==> src/ppg_pkg.sv <==
package ppg_pkg;

    // ************************************************************
    // Timebases
    // ************************************************************
    localparam int TB_NUM = 3;
    localparam int TB_W = 32;
    localparam int DIV_W = 9;
    localparam logic [TB_W-1:0] TB_WIDE_MAX = 32'hFFFF_FFFF;
    localparam logic [TB_W-1:0] TB_NARROW_MAX = 32'h0000_FFFF;
    localparam logic [DIV_W-1:0] DIV_ONE = 9'h001;

    // ************************************************************
    // Core tick rate derived from the system clock
    // ************************************************************
    localparam int SYS_CLK_MHZ = 100;
    localparam int CORE_TICK_MHZ = 80;
    localparam int ACC_W = 8;
    localparam logic [ACC_W-1:0] CORE_STEP = 8'(CORE_TICK_MHZ);
    localparam logic [ACC_W-1:0] SYS_MOD = 8'(SYS_CLK_MHZ);

    // ************************************************************
    // Register indices
    // ************************************************************
    localparam int ADDR_W = 3;
    localparam logic [ADDR_W-1:0] ADDR_ENABLE = 3'h0;
    localparam logic [ADDR_W-1:0] ADDR_SELECT = 3'h1;
    localparam logic [ADDR_W-1:0] ADDR_OPTIONS = 3'h2;
    localparam logic [ADDR_W-1:0] ADDR_FALL = 3'h3;
    localparam logic [ADDR_W-1:0] ADDR_RISE = 3'h4;
    localparam logic [ADDR_W-1:0] ADDR_PULSES = 3'h5;
    localparam logic [ADDR_W-1:0] ADDR_RESULT = 3'h6;
    localparam logic [ADDR_W-1:0] ADDR_RESTART = 3'h7;

    // ************************************************************
    // Fields, codes and resets
    // ************************************************************
    localparam int EN_BIT = 0;
    localparam int OPT_SEL_W = 3;
    localparam logic [OPT_SEL_W-1:0] TB_SEL_COUNT = 3'h3;
    localparam logic [31:0] PHASE_INDEX = 32'h0000_0001;
    localparam logic [31:0] PULSE_INDEX = 32'h0000_0002;
    localparam logic [31:0] REG_RESET = 32'h0000_0000;
    localparam logic [31:0] ONE_WORD = 32'h0000_0001;
    localparam logic [15:0] ERR_NONE = 16'h0000;
    localparam logic [15:0] ERR_CMP_EXCEEDS = 16'h0A05;

    typedef enum logic [1:0] {
        SEQ_IDLE = 2'h0,
        SEQ_RUN = 2'h1,
        SEQ_DONE = 2'h2
    } ppg_seq_t;

endpackage

==> src/ppg_tb_if.sv <==
`timescale 1ns/10ps
interface ppg_tb_if;
    import ppg_pkg::*;
    logic core_tick;
    logic enable;
    logic [DIV_W-1:0] divider;
    logic [TB_W-1:0] wrap;
    logic [TB_W-1:0] wrap_max;
    logic [TB_W-1:0] count;
    logic [TB_W-1:0] wrap_eff;
    logic adv;
    logic period_start;
    modport tb (input core_tick, enable, divider, wrap, wrap_max, output count, wrap_eff, adv, period_start);
    modport user (output core_tick, enable, divider, wrap, wrap_max, input count, wrap_eff, adv, period_start);
endinterface

==> src/ppg_timebase.sv <==
`timescale 1ns/10ps
module ppg_timebase
    import ppg_pkg::*;
(
    // Clock and reset
    input wire logic clk_sys_in,
    input wire logic rst_b_in,
    // Timebase link
    ppg_tb_if.tb tb
);

    logic [DIV_W-1:0] pre_q;
    logic [TB_W-1:0] count_q;
    logic [TB_W-1:0] wrap_q;
    logic adv_q;
    logic start_q;
    logic [DIV_W-1:0] div_last;
    logic [TB_W-1:0] wrap_in;

    // ************************************************************
    // Divider and wrap decode
    // ************************************************************
    // Zero behaves as divide by one
    assign div_last = (tb.divider <= DIV_ONE) ? '0 : tb.divider - DIV_ONE;
    // Zero wrap means the widest count
    assign wrap_in = ((tb.wrap & tb.wrap_max) == '0) ? tb.wrap_max : (tb.wrap & tb.wrap_max);

    // ************************************************************
    // Count
    // ************************************************************
    always_ff @(posedge clk_sys_in) begin
        adv_q <= 1'b0;
        start_q <= 1'b0;
        if (!rst_b_in) begin
            pre_q <= '0;
            count_q <= '0;
            wrap_q <= TB_WIDE_MAX;
        end else if (!tb.enable) begin
            pre_q <= '0;
            count_q <= '0;
            wrap_q <= wrap_in;
        end else if (tb.core_tick) begin
            if (pre_q >= div_last) begin
                pre_q <= '0;
                adv_q <= 1'b1;
                // New wrap waits for the period end so the running period stays whole
                if (count_q >= wrap_q - ONE_WORD) begin
                    count_q <= '0;
                    wrap_q <= wrap_in;
                    start_q <= 1'b1;
                end else begin
                    count_q <= count_q + ONE_WORD;
                end
            end else begin
                pre_q <= pre_q + DIV_ONE;
            end
        end
    end

    assign tb.count = count_q;
    assign tb.wrap_eff = wrap_q;
    assign tb.adv = adv_q;
    assign tb.period_start = start_q;

endmodule

==> src/ppg_line.sv <==
`timescale 1ns/10ps
module ppg_line
    import ppg_pkg::*;
(
    // Clock and reset
    input wire logic clk_sys_in,
    input wire logic rst_b_in,
    // Timebase settings from the clock-source unit
    input wire logic [TB_NUM-1:0] tb_enable_in,
    input wire logic [TB_NUM-1:0][DIV_W-1:0] tb_divider_in,
    input wire logic [TB_NUM-1:0][TB_W-1:0] tb_wrap_in,
    // Register port
    input wire logic reg_wr_in,
    input wire logic reg_rd_in,
    input wire logic [ADDR_W-1:0] reg_addr_in,
    input wire logic [31:0] reg_wdata_in,
    output logic [31:0] reg_rdata_out,
    output logic reg_rvalid_out,
    output logic reg_err_out,
    output logic [15:0] reg_err_code_out,
    // Output line
    output logic line_out
);

    logic [ACC_W-1:0] acc_q;
    logic [ACC_W-1:0] acc_sum;
    logic core_tick_q;
    logic [TB_NUM-1:0][TB_W-1:0] tb_count;
    logic [TB_NUM-1:0][TB_W-1:0] tb_wrap_eff;
    logic [TB_NUM-1:0] tb_adv;
    logic [TB_NUM-1:0] tb_start;
    logic enable_q;
    logic [31:0] select_q;
    logic [31:0] options_q;
    logic [31:0] fall_stage_q;
    logic [31:0] rise_stage_q;
    logic [31:0] fall_act_q;
    logic [31:0] rise_act_q;
    logic [31:0] total_q;
    logic [31:0] done_q;
    logic load_pend_q;
    logic line_q;
    logic [31:0] rdata_q;
    logic rvalid_q;
    logic err_q;
    logic [15:0] err_code_q;
    ppg_seq_t seq_q;

    // ************************************************************
    // Core tick: 80 of every 100 system cycles
    // ************************************************************
    assign acc_sum = acc_q + CORE_STEP;

    always_ff @(posedge clk_sys_in) begin
        if (!rst_b_in) begin
            acc_q <= '0;
            core_tick_q <= 1'b0;
        end else if (acc_sum >= SYS_MOD) begin
            acc_q <= acc_sum - SYS_MOD;
            core_tick_q <= 1'b1;
        end else begin
            acc_q <= acc_sum;
            core_tick_q <= 1'b0;
        end
    end

    // ************************************************************
    // Timebases
    // ************************************************************
    ppg_tb_if tbi [TB_NUM] ();

    genvar g;
    generate
        for (g = 0; g < TB_NUM; g++) begin : g_tb
            assign tbi[g].core_tick = core_tick_q;
            assign tbi[g].enable = tb_enable_in[g];
            assign tbi[g].divider = tb_divider_in[g];
            assign tbi[g].wrap = tb_wrap_in[g];
            // Timebase zero is the wide one
            assign tbi[g].wrap_max = (g == 0) ? TB_WIDE_MAX : TB_NARROW_MAX;
            assign tb_count[g] = tbi[g].count;
            assign tb_wrap_eff[g] = tbi[g].wrap_eff;
            assign tb_adv[g] = tbi[g].adv;
            assign tb_start[g] = tbi[g].period_start;
            ppg_timebase u_tb (
                .clk_sys_in(clk_sys_in),
                .rst_b_in(rst_b_in),
                .tb(tbi[g])
            );
        end
    endgenerate

    // ************************************************************
    // Selection and decode
    // ************************************************************
    logic [OPT_SEL_W-1:0] tb_sel;
    logic sel_ok;
    logic [1:0] sel_idx;
    logic [TB_W-1:0] sel_cnt;
    logic [TB_W-1:0] sel_wrap;
    logic sel_adv;
    logic sel_start;
    logic sel_run;
    logic phase_mode;
    logic pulse_mode;
    logic wr_enable;
    logic wr_fall;
    logic wr_rise;
    logic wr_pulses;
    logic cmp_bad;
    logic enable_rise;
    logic rd_restart;
    logic load_now;
    logic seq_start;
    logic [31:0] total_next;
    logic [31:0] fall_cmp;
    logic [31:0] rise_cmp;

    // Unlisted codes select no timebase, so the line never moves
    assign tb_sel = options_q[OPT_SEL_W-1:0];
    assign sel_ok = tb_sel < TB_SEL_COUNT;
    assign sel_idx = tb_sel[1:0];
    assign sel_cnt = sel_ok ? tb_count[sel_idx] : '0;
    assign sel_wrap = sel_ok ? tb_wrap_eff[sel_idx] : '0;
    assign sel_adv = sel_ok && tb_adv[sel_idx];
    assign sel_start = sel_ok && tb_start[sel_idx];
    assign sel_run = sel_ok && tb_enable_in[sel_idx];
    assign phase_mode = select_q == PHASE_INDEX;
    assign pulse_mode = select_q == PULSE_INDEX;

    assign wr_enable = reg_wr_in && (reg_addr_in == ADDR_ENABLE);
    assign wr_fall = reg_wr_in && (reg_addr_in == ADDR_FALL);
    assign wr_rise = reg_wr_in && (reg_addr_in == ADDR_RISE);
    assign wr_pulses = reg_wr_in && (reg_addr_in == ADDR_PULSES);
    // Checked against the wrap in effect, not a pending one
    assign cmp_bad = reg_wdata_in > sel_wrap;
    assign enable_rise = wr_enable && reg_wdata_in[EN_BIT] && !enable_q;
    assign rd_restart = reg_rd_in && (reg_addr_in == ADDR_RESTART) && pulse_mode;
    // A stopped timebase has no period edge to wait for
    assign load_now = phase_mode && load_pend_q && (sel_start || !sel_run);
    assign seq_start = pulse_mode && (wr_pulses || rd_restart || enable_rise);
    assign total_next = wr_pulses ? reg_wdata_in : total_q;
    // Loaded values apply to the count 0 compare of the same period
    assign fall_cmp = load_now ? fall_stage_q : fall_act_q;
    assign rise_cmp = load_now ? rise_stage_q : rise_act_q;

    // ************************************************************
    // Configuration registers
    // ************************************************************
    always_ff @(posedge clk_sys_in) begin
        if (!rst_b_in) begin
            enable_q <= 1'b0;
            select_q <= REG_RESET;
            options_q <= REG_RESET;
            total_q <= REG_RESET;
        end else if (reg_wr_in) begin
            unique case (reg_addr_in)
                ADDR_ENABLE: enable_q <= reg_wdata_in[EN_BIT];
                ADDR_SELECT: select_q <= reg_wdata_in;
                ADDR_OPTIONS: options_q <= reg_wdata_in;
                ADDR_PULSES: total_q <= reg_wdata_in;
                default: ;
            endcase
        end
    end

    // ************************************************************
    // Compare staging and load
    // ************************************************************
    always_ff @(posedge clk_sys_in) begin
        if (!rst_b_in) begin
            fall_stage_q <= REG_RESET;
            rise_stage_q <= REG_RESET;
        end else begin
            if (wr_fall && !cmp_bad) begin
                fall_stage_q <= reg_wdata_in;
            end
            if (wr_rise && !cmp_bad) begin
                rise_stage_q <= reg_wdata_in;
            end
        end
    end

    always_ff @(posedge clk_sys_in) begin
        if (!rst_b_in) begin
            load_pend_q <= 1'b0;
        end else if (wr_rise && !cmp_bad && phase_mode) begin
            // A fresh rise write wins over a load in the same cycle
            load_pend_q <= 1'b1;
        end else if (load_now) begin
            load_pend_q <= 1'b0;
        end
    end

    always_ff @(posedge clk_sys_in) begin
        if (!rst_b_in) begin
            fall_act_q <= REG_RESET;
            rise_act_q <= REG_RESET;
        end else if (load_now || (pulse_mode && (wr_pulses || enable_rise))) begin
            fall_act_q <= fall_stage_q;
            rise_act_q <= rise_stage_q;
        end
    end

    // ************************************************************
    // Error report
    // ************************************************************
    always_ff @(posedge clk_sys_in) begin
        if (!rst_b_in) begin
            err_q <= 1'b0;
            err_code_q <= ERR_NONE;
        end else if ((wr_fall || wr_rise) && cmp_bad) begin
            err_q <= 1'b1;
            err_code_q <= ERR_CMP_EXCEEDS;
        end else begin
            err_q <= 1'b0;
        end
    end

    // ************************************************************
    // Waveform and pulse sequence
    // ************************************************************
    always_ff @(posedge clk_sys_in) begin
        if (!rst_b_in) begin
            line_q <= 1'b0;
            seq_q <= SEQ_IDLE;
            done_q <= REG_RESET;
        end else if (seq_start) begin
            line_q <= 1'b0;
            done_q <= REG_RESET;
            seq_q <= (total_next != REG_RESET) ? SEQ_RUN : SEQ_DONE;
        end else if (!enable_q) begin
            line_q <= 1'b0;
            seq_q <= SEQ_IDLE;
        end else if (phase_mode) begin
            // Fall wins when both compares are equal: zero width pulse
            if (sel_adv && (sel_cnt == fall_cmp)) begin
                line_q <= 1'b0;
            end else if (sel_adv && (sel_cnt == rise_cmp)) begin
                line_q <= 1'b1;
            end
        end else if (pulse_mode) begin
            unique case (seq_q)
                SEQ_IDLE: line_q <= 1'b0;
                SEQ_RUN: begin
                    if (sel_adv && line_q && (sel_cnt == fall_act_q)) begin
                        line_q <= 1'b0;
                        done_q <= done_q + ONE_WORD;
                        if (done_q + ONE_WORD == total_q) begin
                            seq_q <= SEQ_DONE;
                        end
                    end else if (sel_adv && !line_q && (sel_cnt == rise_act_q)) begin
                        line_q <= 1'b1;
                    end
                end
                SEQ_DONE: line_q <= 1'b0;
                default: seq_q <= SEQ_IDLE;
            endcase
        end else begin
            line_q <= 1'b0;
        end
    end

    // ************************************************************
    // Register reads
    // ************************************************************
    always_ff @(posedge clk_sys_in) begin
        if (!rst_b_in) begin
            rdata_q <= REG_RESET;
            rvalid_q <= 1'b0;
        end else begin
            rvalid_q <= reg_rd_in;
            if (reg_rd_in) begin
                unique case (reg_addr_in)
                    ADDR_ENABLE: rdata_q <= {31'h0000_0000, enable_q};
                    ADDR_SELECT: rdata_q <= select_q;
                    ADDR_OPTIONS: rdata_q <= options_q;
                    ADDR_FALL: rdata_q <= fall_stage_q;
                    ADDR_RISE: rdata_q <= rise_stage_q;
                    ADDR_PULSES: rdata_q <= total_q;
                    ADDR_RESULT: rdata_q <= pulse_mode ? done_q : REG_RESET;
                    ADDR_RESTART: rdata_q <= pulse_mode ? done_q : REG_RESET;
                endcase
            end
        end
    end

    assign reg_rdata_out = rdata_q;
    assign reg_rvalid_out = rvalid_q;
    assign reg_err_out = err_q;
    assign reg_err_code_out = err_code_q;
    assign line_out = line_q;
endmodule

==> config.mk <==
export PLATFORM = sky130hd
export DESIGN_NAME = ppg_line
export DESIGN_NICKNAME = d
export VERILOG_FILES = /design/src/ppg_pkg.sv /design/src/ppg_tb_if.sv /design/src/ppg_timebase.sv /design/src/ppg_line.sv
export SDC_FILE = /design/constraint.sdc
export NUM_CORES = 2
export LEC_CHECK = 0
export BUFFER_PORTS_ARGS = -buffer_cell sky130_fd_sc_hd__buf_2
export CAP_MARGIN = 30
export CORE_ASPECT_RATIO = 1.4
export CORE_MARGIN = 3
export CORE_UTILIZATION = 25
export CTS_BUF_LIST = sky130_fd_sc_hd__clkbuf_16
export DETAILED_ROUTE_END_ITERATION = 10
export GPL_ROUTABILITY_DRIVEN = 0
export HOLD_SLACK_MARGIN = 0.03
export PLACE_DENSITY = 0.37
export SLEW_MARGIN = 20
export SYNTH_ARGS = -nofsm -noshare
export SYNTH_HDL_FRONTEND = slang
export SYNTH_HIERARCHICAL = 1
export SYNTH_SLANG_ARGS = --single-unit
==> constraint.sdc <==
create_clock -name clk_sys_in -period 12.95 [get_ports clk_sys_in]
set_input_delay 0.6475 -clock clk_sys_in [delete_from_list [all_inputs] [get_ports clk_sys_in]]
set_output_delay 0.6475 -clock clk_sys_in [all_outputs]
set_load 0.02 [all_outputs]
Yosys cells after proc, flatten, opt, wreduce, memory -nomap -nowiden
Index checks and enable logic that the tools add are counted.
{ "totals": {"ff_bits": 530, "inputBits": 165, "out_inout_bits": 51} }
{ "classes": {"add_sub_neg": 15, "magnitude_cmp": 13, "eq_ne": 33, "mux": 67, "bitwise": 3, "n_reduce_logical": 68} }
{ "ops": {"columns": ["operator", "n"], "rows": [
  ["32-bit two-way mux", 24],
  ["32-bit one-hot mux with 7 select lines", 1],
  ["32-bit equality test", 5],
  ["32-bit by 1-bit adder with 32-bit output, second input constant", 4],
  ["32-bit binary-select mux with 2-bit select", 2],
  ["32-bit >= comparator", 3],
  ["32-bit logical NOT", 3],
  ["32-bit by 1-bit subtractor with 32-bit output, second input constant", 3],
  ["9-bit two-way mux", 6],
  ["32-bit by 1-bit equality test with 1-bit output, second input constant", 1],
  ["32-bit by 2-bit equality test with 1-bit output, second input constant", 1],
  ["32-bit > comparator", 1],
  ["16-bit two-way mux", 2],
  ["32-bit nonzero test", 1],
  ["9-bit by 1-bit adder with 9-bit output, second input constant", 3],
  ["9-bit >= comparator", 3],
  ["9-bit by 1-bit <= comparator with 1-bit output, second input constant", 3],
  ["9-bit by 1-bit subtractor with 9-bit output, second input constant", 3],
  ["1-bit logical AND", 25],
  ["3-bit AND reduction", 7],
  ["2-bit AND reduction", 10],
  ["1-bit two-way mux", 19],
  ["2-bit by 1-bit != test with 1-bit output, second input constant", 9],
  ["2-bit two-way mux", 7],
  ["29 further kinds", 53]
]} }

Depth between registers and ports, before layout
{ "depth": {"ltp_word": 12, "mapped_depth": 21, "mapped_depth_nobuf": 17} }

By module
The synthesis kept the hierarchy.
{ "by_module_without_submodules": {"columns": ["module", "n_inst", "cells_each", "area_per_inst_um2", "seq_area_each_um2"], "rows": [
  ["ppg_line", 1, 2518, 19312.3, 6065.8],
  ["ppg_timebase at g_tb[2].u_tb", 1, 623, 5202.5, 1501.4],
  ["ppg_timebase at g_tb[1].u_tb", 1, 645, 5181.2, 1501.4],
  ["ppg_timebase at g_tb[0].u_tb", 1, 611, 5031.1, 1501.4]
]} }

Worst setup path after synthesis
Ideal clock, no wire load.
{ "synth_path": {"path_kind": "register -> register", "startpoint": "reg options_q[1]", "endpoint": "reg rise_stage_q[10]", "setup_time_ns": 0.072, "arrival_time_ns": 4.440, "required_ns": 12.878, "slack_ns": 8.438, "stages_incl_launch_ff": 22, "synth_period_minus_slack_ns": 4.512, "path_cell_list": "dfxtp_1 > buf_6 > buf_6 > buf_6 > buf_6 > clkbuf_1 > buf_1 > mux2i_1 > o21ai_0 > nand2_1 > ha_1 > a21o_1 > a21o_1 > a221oi_1 > o22a_1 > o21ai_0 > o31ai_1 > a21oi_1 > nor4b_1 > clkbuf_1 > buf_2 > mux2i_1"} }
{ "synth_between": {"elab_chain_cells": 6, "elab_cells_between_ends": 7, "classes_between": "order compare (2); mux (3); reduce/logical (2)"} }
{ "synth_rtl": {"columns": ["item", "line_no", "text"], "rows": [
  ["start, declared", "ppg_line.sv:34", "logic [31:0] options_q;"],
  ["start signal, assigned", "ppg_line.sv:160", "ADDR_OPTIONS: options_q <= reg_wdata_in;"],
  ["32-bit binary-select mux with 2-bit select", "ppg_line.sv:124", "assign sel_wrap = sel_ok ? tb_wrap_eff[sel_idx] : '0;"],
  ["32-bit two-way mux (implied by the code)", "ppg_line.sv:124", null],
  ["32-bit two-way mux (*)", "ppg_line.sv:124", null],
  ["32-bit > comparator (*)", "ppg_line.sv:136", "assign cmp_bad = reg_wdata_in > sel_wrap;"],
  ["1-bit logical NOT (*)", "ppg_line.sv:178", "if (wr_rise && !cmp_bad) begin"],
  ["1-bit logical AND (*)", "ppg_line.sv:178", null],
  ["end signal, assigned", "ppg_line.sv:179", "rise_stage_q <= reg_wdata_in;"],
  ["end, declared", "ppg_line.sv:36", "logic [31:0] rise_stage_q;"]
]} }
Every way passes the cells marked *; elsewhere a longest branch is shown, timed or not. The select of a mux whose other input is x is not followed.
A chain may end at the register's enable or synchronous reset.

Final worst setup path
{ "layout_path": {"startpoint": "reg options_q[0]", "endpoint": "reg fall_stage_q[25]"} }
{ "layout_between": {"elab_chain_cells": 6, "elab_cells_between_ends": 7, "classes_between": "order compare (2); mux (3); reduce/logical (2)"} }
{ "layout_rtl": {"columns": ["item", "line_no", "text"], "rows": [
  ["32-bit binary-select mux with 2-bit select", "ppg_line.sv:124", null],
  ["32-bit two-way mux (implied by the code)", "ppg_line.sv:124", null],
  ["32-bit two-way mux (*)", "ppg_line.sv:124", null],
  ["32-bit > comparator (*)", "ppg_line.sv:136", null],
  ["1-bit logical NOT (*)", "ppg_line.sv:175", "if (wr_fall && !cmp_bad) begin"],
  ["1-bit logical AND (*)", "ppg_line.sv:175", null],
  ["end signal, assigned", "ppg_line.sv:176", "fall_stage_q <= reg_wdata_in;"],
  ["end, declared", "ppg_line.sv:35", "logic [31:0] fall_stage_q;"]
]} }
Marks and branches as above.

==> flow_summary.toml <==
[pwr]
seqPwrFrac_pct = 42.4
p_int_mw = 2.937
sw_frac_of_total_pct = 29.71
power.density_nw_per_um2 = 103.7
clock_power_share_pct = 45.5
power_switching_mw = 1.242
combPwrFrac_pct = 12.1
ir_worst_vdd_mv = 0.08126
power.total_mw = 4.178
power.leakage_nw = 14.69

[cts]
clkLatencyLatePin_ns = 0.67
htree_levels = 3
clk_pin_slew_ns = 0.06
holdBufCountCts = 0
cts_tree = "built"
postCtsSetupBuffers = 0
clk_path_buf_depth = 3
cts_root_buf = "clkbuf_16"
cts_sinks = 528
cts_buffers = 69
ctsResizeCount = 0

[grt]
grt_max_degree = 137
grt_use_total_pct = 21.42
grt_pass1_wl_mm = 228.3
grt_pass1_vias = 32580
grt_antenna_before_repair = 9
grt_overflow = 0

[routing]
ant_nets = 0
drt-initial-drc-count = 2125
dr.pass1.iters = 8
post_drt_wl_per_cell_microns = 24.27
viasPerCell = 5.114
detailroute.via_count = 33250
drc = 0
wl_mm = 157.8

[critical_path]
crit_arrival_ns = 5.76
cpPeakStageDelay_ns = 0.61
path_common_cell = "a21o_1"
crit_path_end_kind = "flip-flop"
cpLargestDelayFamily = "buffers and inverters"
crit_buf_inv = 3
worstPathCellList = "buf_4 -> nor2b_4 -> buf_4 -> nand2_1 -> o21ai_0 -> nand2_1 -> ha_1 -> a21o_1 -> a21o_1 -> a21o_1 -> a21o_1 -> a211o_1 -> a21oi_1 -> a21oi_1 -> nor4b_4 -> buf_4 -> mux2i_1"
critical_path_class = "reg2reg"
slowest_stage = "buf_4"
cp-start-kind = "flip-flop"
crit_fanout = 79
cp_data_required_time_ns = 13.54

[cells_and_area]
post-route-util_pct = 29.24
area_growth_pct = 16.03
design_area_sq_um = 40290
layout_common_cells = "nand2_1, dfxtp_1, a21oi_1"
drive_gt1_share_pct = 10.75
final_common_cell = "nand2_1"
nets = 4991
stdcell_count = 6502

[die]
start_util_pct = 25.20
die_w_microns = 321.0
die-area_sq_um = 143500
rows = 161
io_pins = 216
die_h_microns = 447.0
core_sq_um = 137800

[synthesis]
synth.yosys.seq_area_share_pct = 30.44
synth_warnings = 6
synth-seq-cells = 528
synth_cell_type_count = 120
syn_avg_cell_area_sq_um = 7.898
synth_edf_count = 0
synth_area_sq_um = 34730
synthArstFlopShare_pct = 0
ys.flop_type = "dfxtp_1"
yosysTopAreaCellShare_pct = 30.44
syn-instance-count = 4397
synth_top_area_cell = "dfxtp_1"
synthTopCellsByArea = "dfxtp_1, nand2_1, ha_1"

[sta]
finalSetupViolations = 0
finalSetupTns_ns = 0
hold_viol = 0
fin_crit_sh_pct = 39.96
fin_ws_ns = 7.775
skew_ns = 0.04157
fin_hold_ws_ns = 0.2842
slew_headroom_pct = 31.43
rsz0062_at_grt = "false"
drv_slew = 0
fmax_mhz = 193.2
fin_crit_ns = 5.175
worst_pin_slew_ns = 1.027

[place]
post_dp_cell_area_sq_um = 38080
portBuffers = 203
dpl.hpwl_mm = 122.5
post-place-ws_ns = 7.803
dp_cells = 6371

[run]
drv_cap = 0

[worst_hold_path]
hold_class = "in2reg"

[outcome]
status = "completed"
-- synth_stat cells (14+ instances only) --
library cell,n
mux2_2,39
buf_2,58
ha_1,176
xnor2_1,209
or3_1,36
clkbuf_1,184
nand2b_1,29
a22oi_1,75
nor3_1,102
nand3b_1,48
buf_4,17
o21ai_1,40
nand3_1,121
a21oi_1,356
o22ai_1,48
buf_1,19
nand2_1,684
nor3b_1,14
and3_1,35
xor2_1,125
or4_1,28
a211oi_1,15
nor2_1,315
nor4_1,91
dfxtp_1,528
nand4_1,96
nor2b_1,22
o211ai_1,44
o2111ai_1,40
and4_1,25
a31oi_1,41
o21ai_0,199
mux2i_1,166
inv_1,82
o31ai_1,15
a21o_1,24
-- final cells by class --
cell class                 instances  area (sq um)
multi-input combinational       3698         23390
timing repair buffer             271          1585
antenna                            3         7.507
sequential                       528         10580
tap                             1793          2243
clock buffer                      73          1827
inverter                          82         312.8
clock inverter                    54         351.6
fill                           15010         97490
-- kinds of logic after synthesis --
group | Yosys count | share of synthesized area [%]
mux | 212 | 6.338
xor+xnor | 334 | 8.424
flops | 528 | 30.44
buf+inv | 373 | 4.705
fa+ha+maj | 176 | 6.341
simple gates | 1737 | 24.70
other cells | 2 | 0.02163
compound gates | 1035 | 19.03
-- per-layer routing --
layer  vias to the layer above  wire, microns  share of wire (%)  GRT usage, %
met3                       285           5922                3.8         2.275
met1                     15850          64380                 41         25.02
li1                      16240              -                  -             -
met4                         4           9885                6.3         12.45
met5                         -             14             0.0089             0
met2                       880          77640                 49         37.86
-- tightest hold or removal path, stage by stage --
cell and delay [ns]:
buf_2 0.09, o21ai_0 0.08, o21ai_1 0.11
-- power by group through the flow --
| stage | combinational [mW] | sequential [mW] | clock (mW) |
|---|---|---|---|
| global route | 0.567 | 1.78 | 2.02 |
| CTS | 0.511 | 1.77 | 1.97 |
| finish | 0.506 | 1.77 | 1.90 |
| floorplan | 0.337 | 1.75 | 0 |
| global placement | 0.507 | 1.81 | 0 |
| detailed placement | 0.509 | 1.81 | 0 |
-- final timing paths --
check	to	cells past startpoint	slack, ns	from
worst max-delay path	fall_stage_q[25]$_SDFFE_PN0P_	17	7.77	options_q[0]$_SDFFE_PN0P_
worst min-delay path	g_tb[0].u_tb/tb.wrap_eff[12]$_SDFFE_PN1P_	3	0.28	tb_wrap_in[12]
worst max register to register	fall_stage_q[25]$_SDFFE_PN0P_	17	7.77	options_q[0]$_SDFFE_PN0P_
worst min register to register	options_q[15]$_SDFFE_PN0P_	2	0.45	options_q[15]$_SDFFE_PN0P_
No activity file was read; power rests on OpenSTA's default activity.
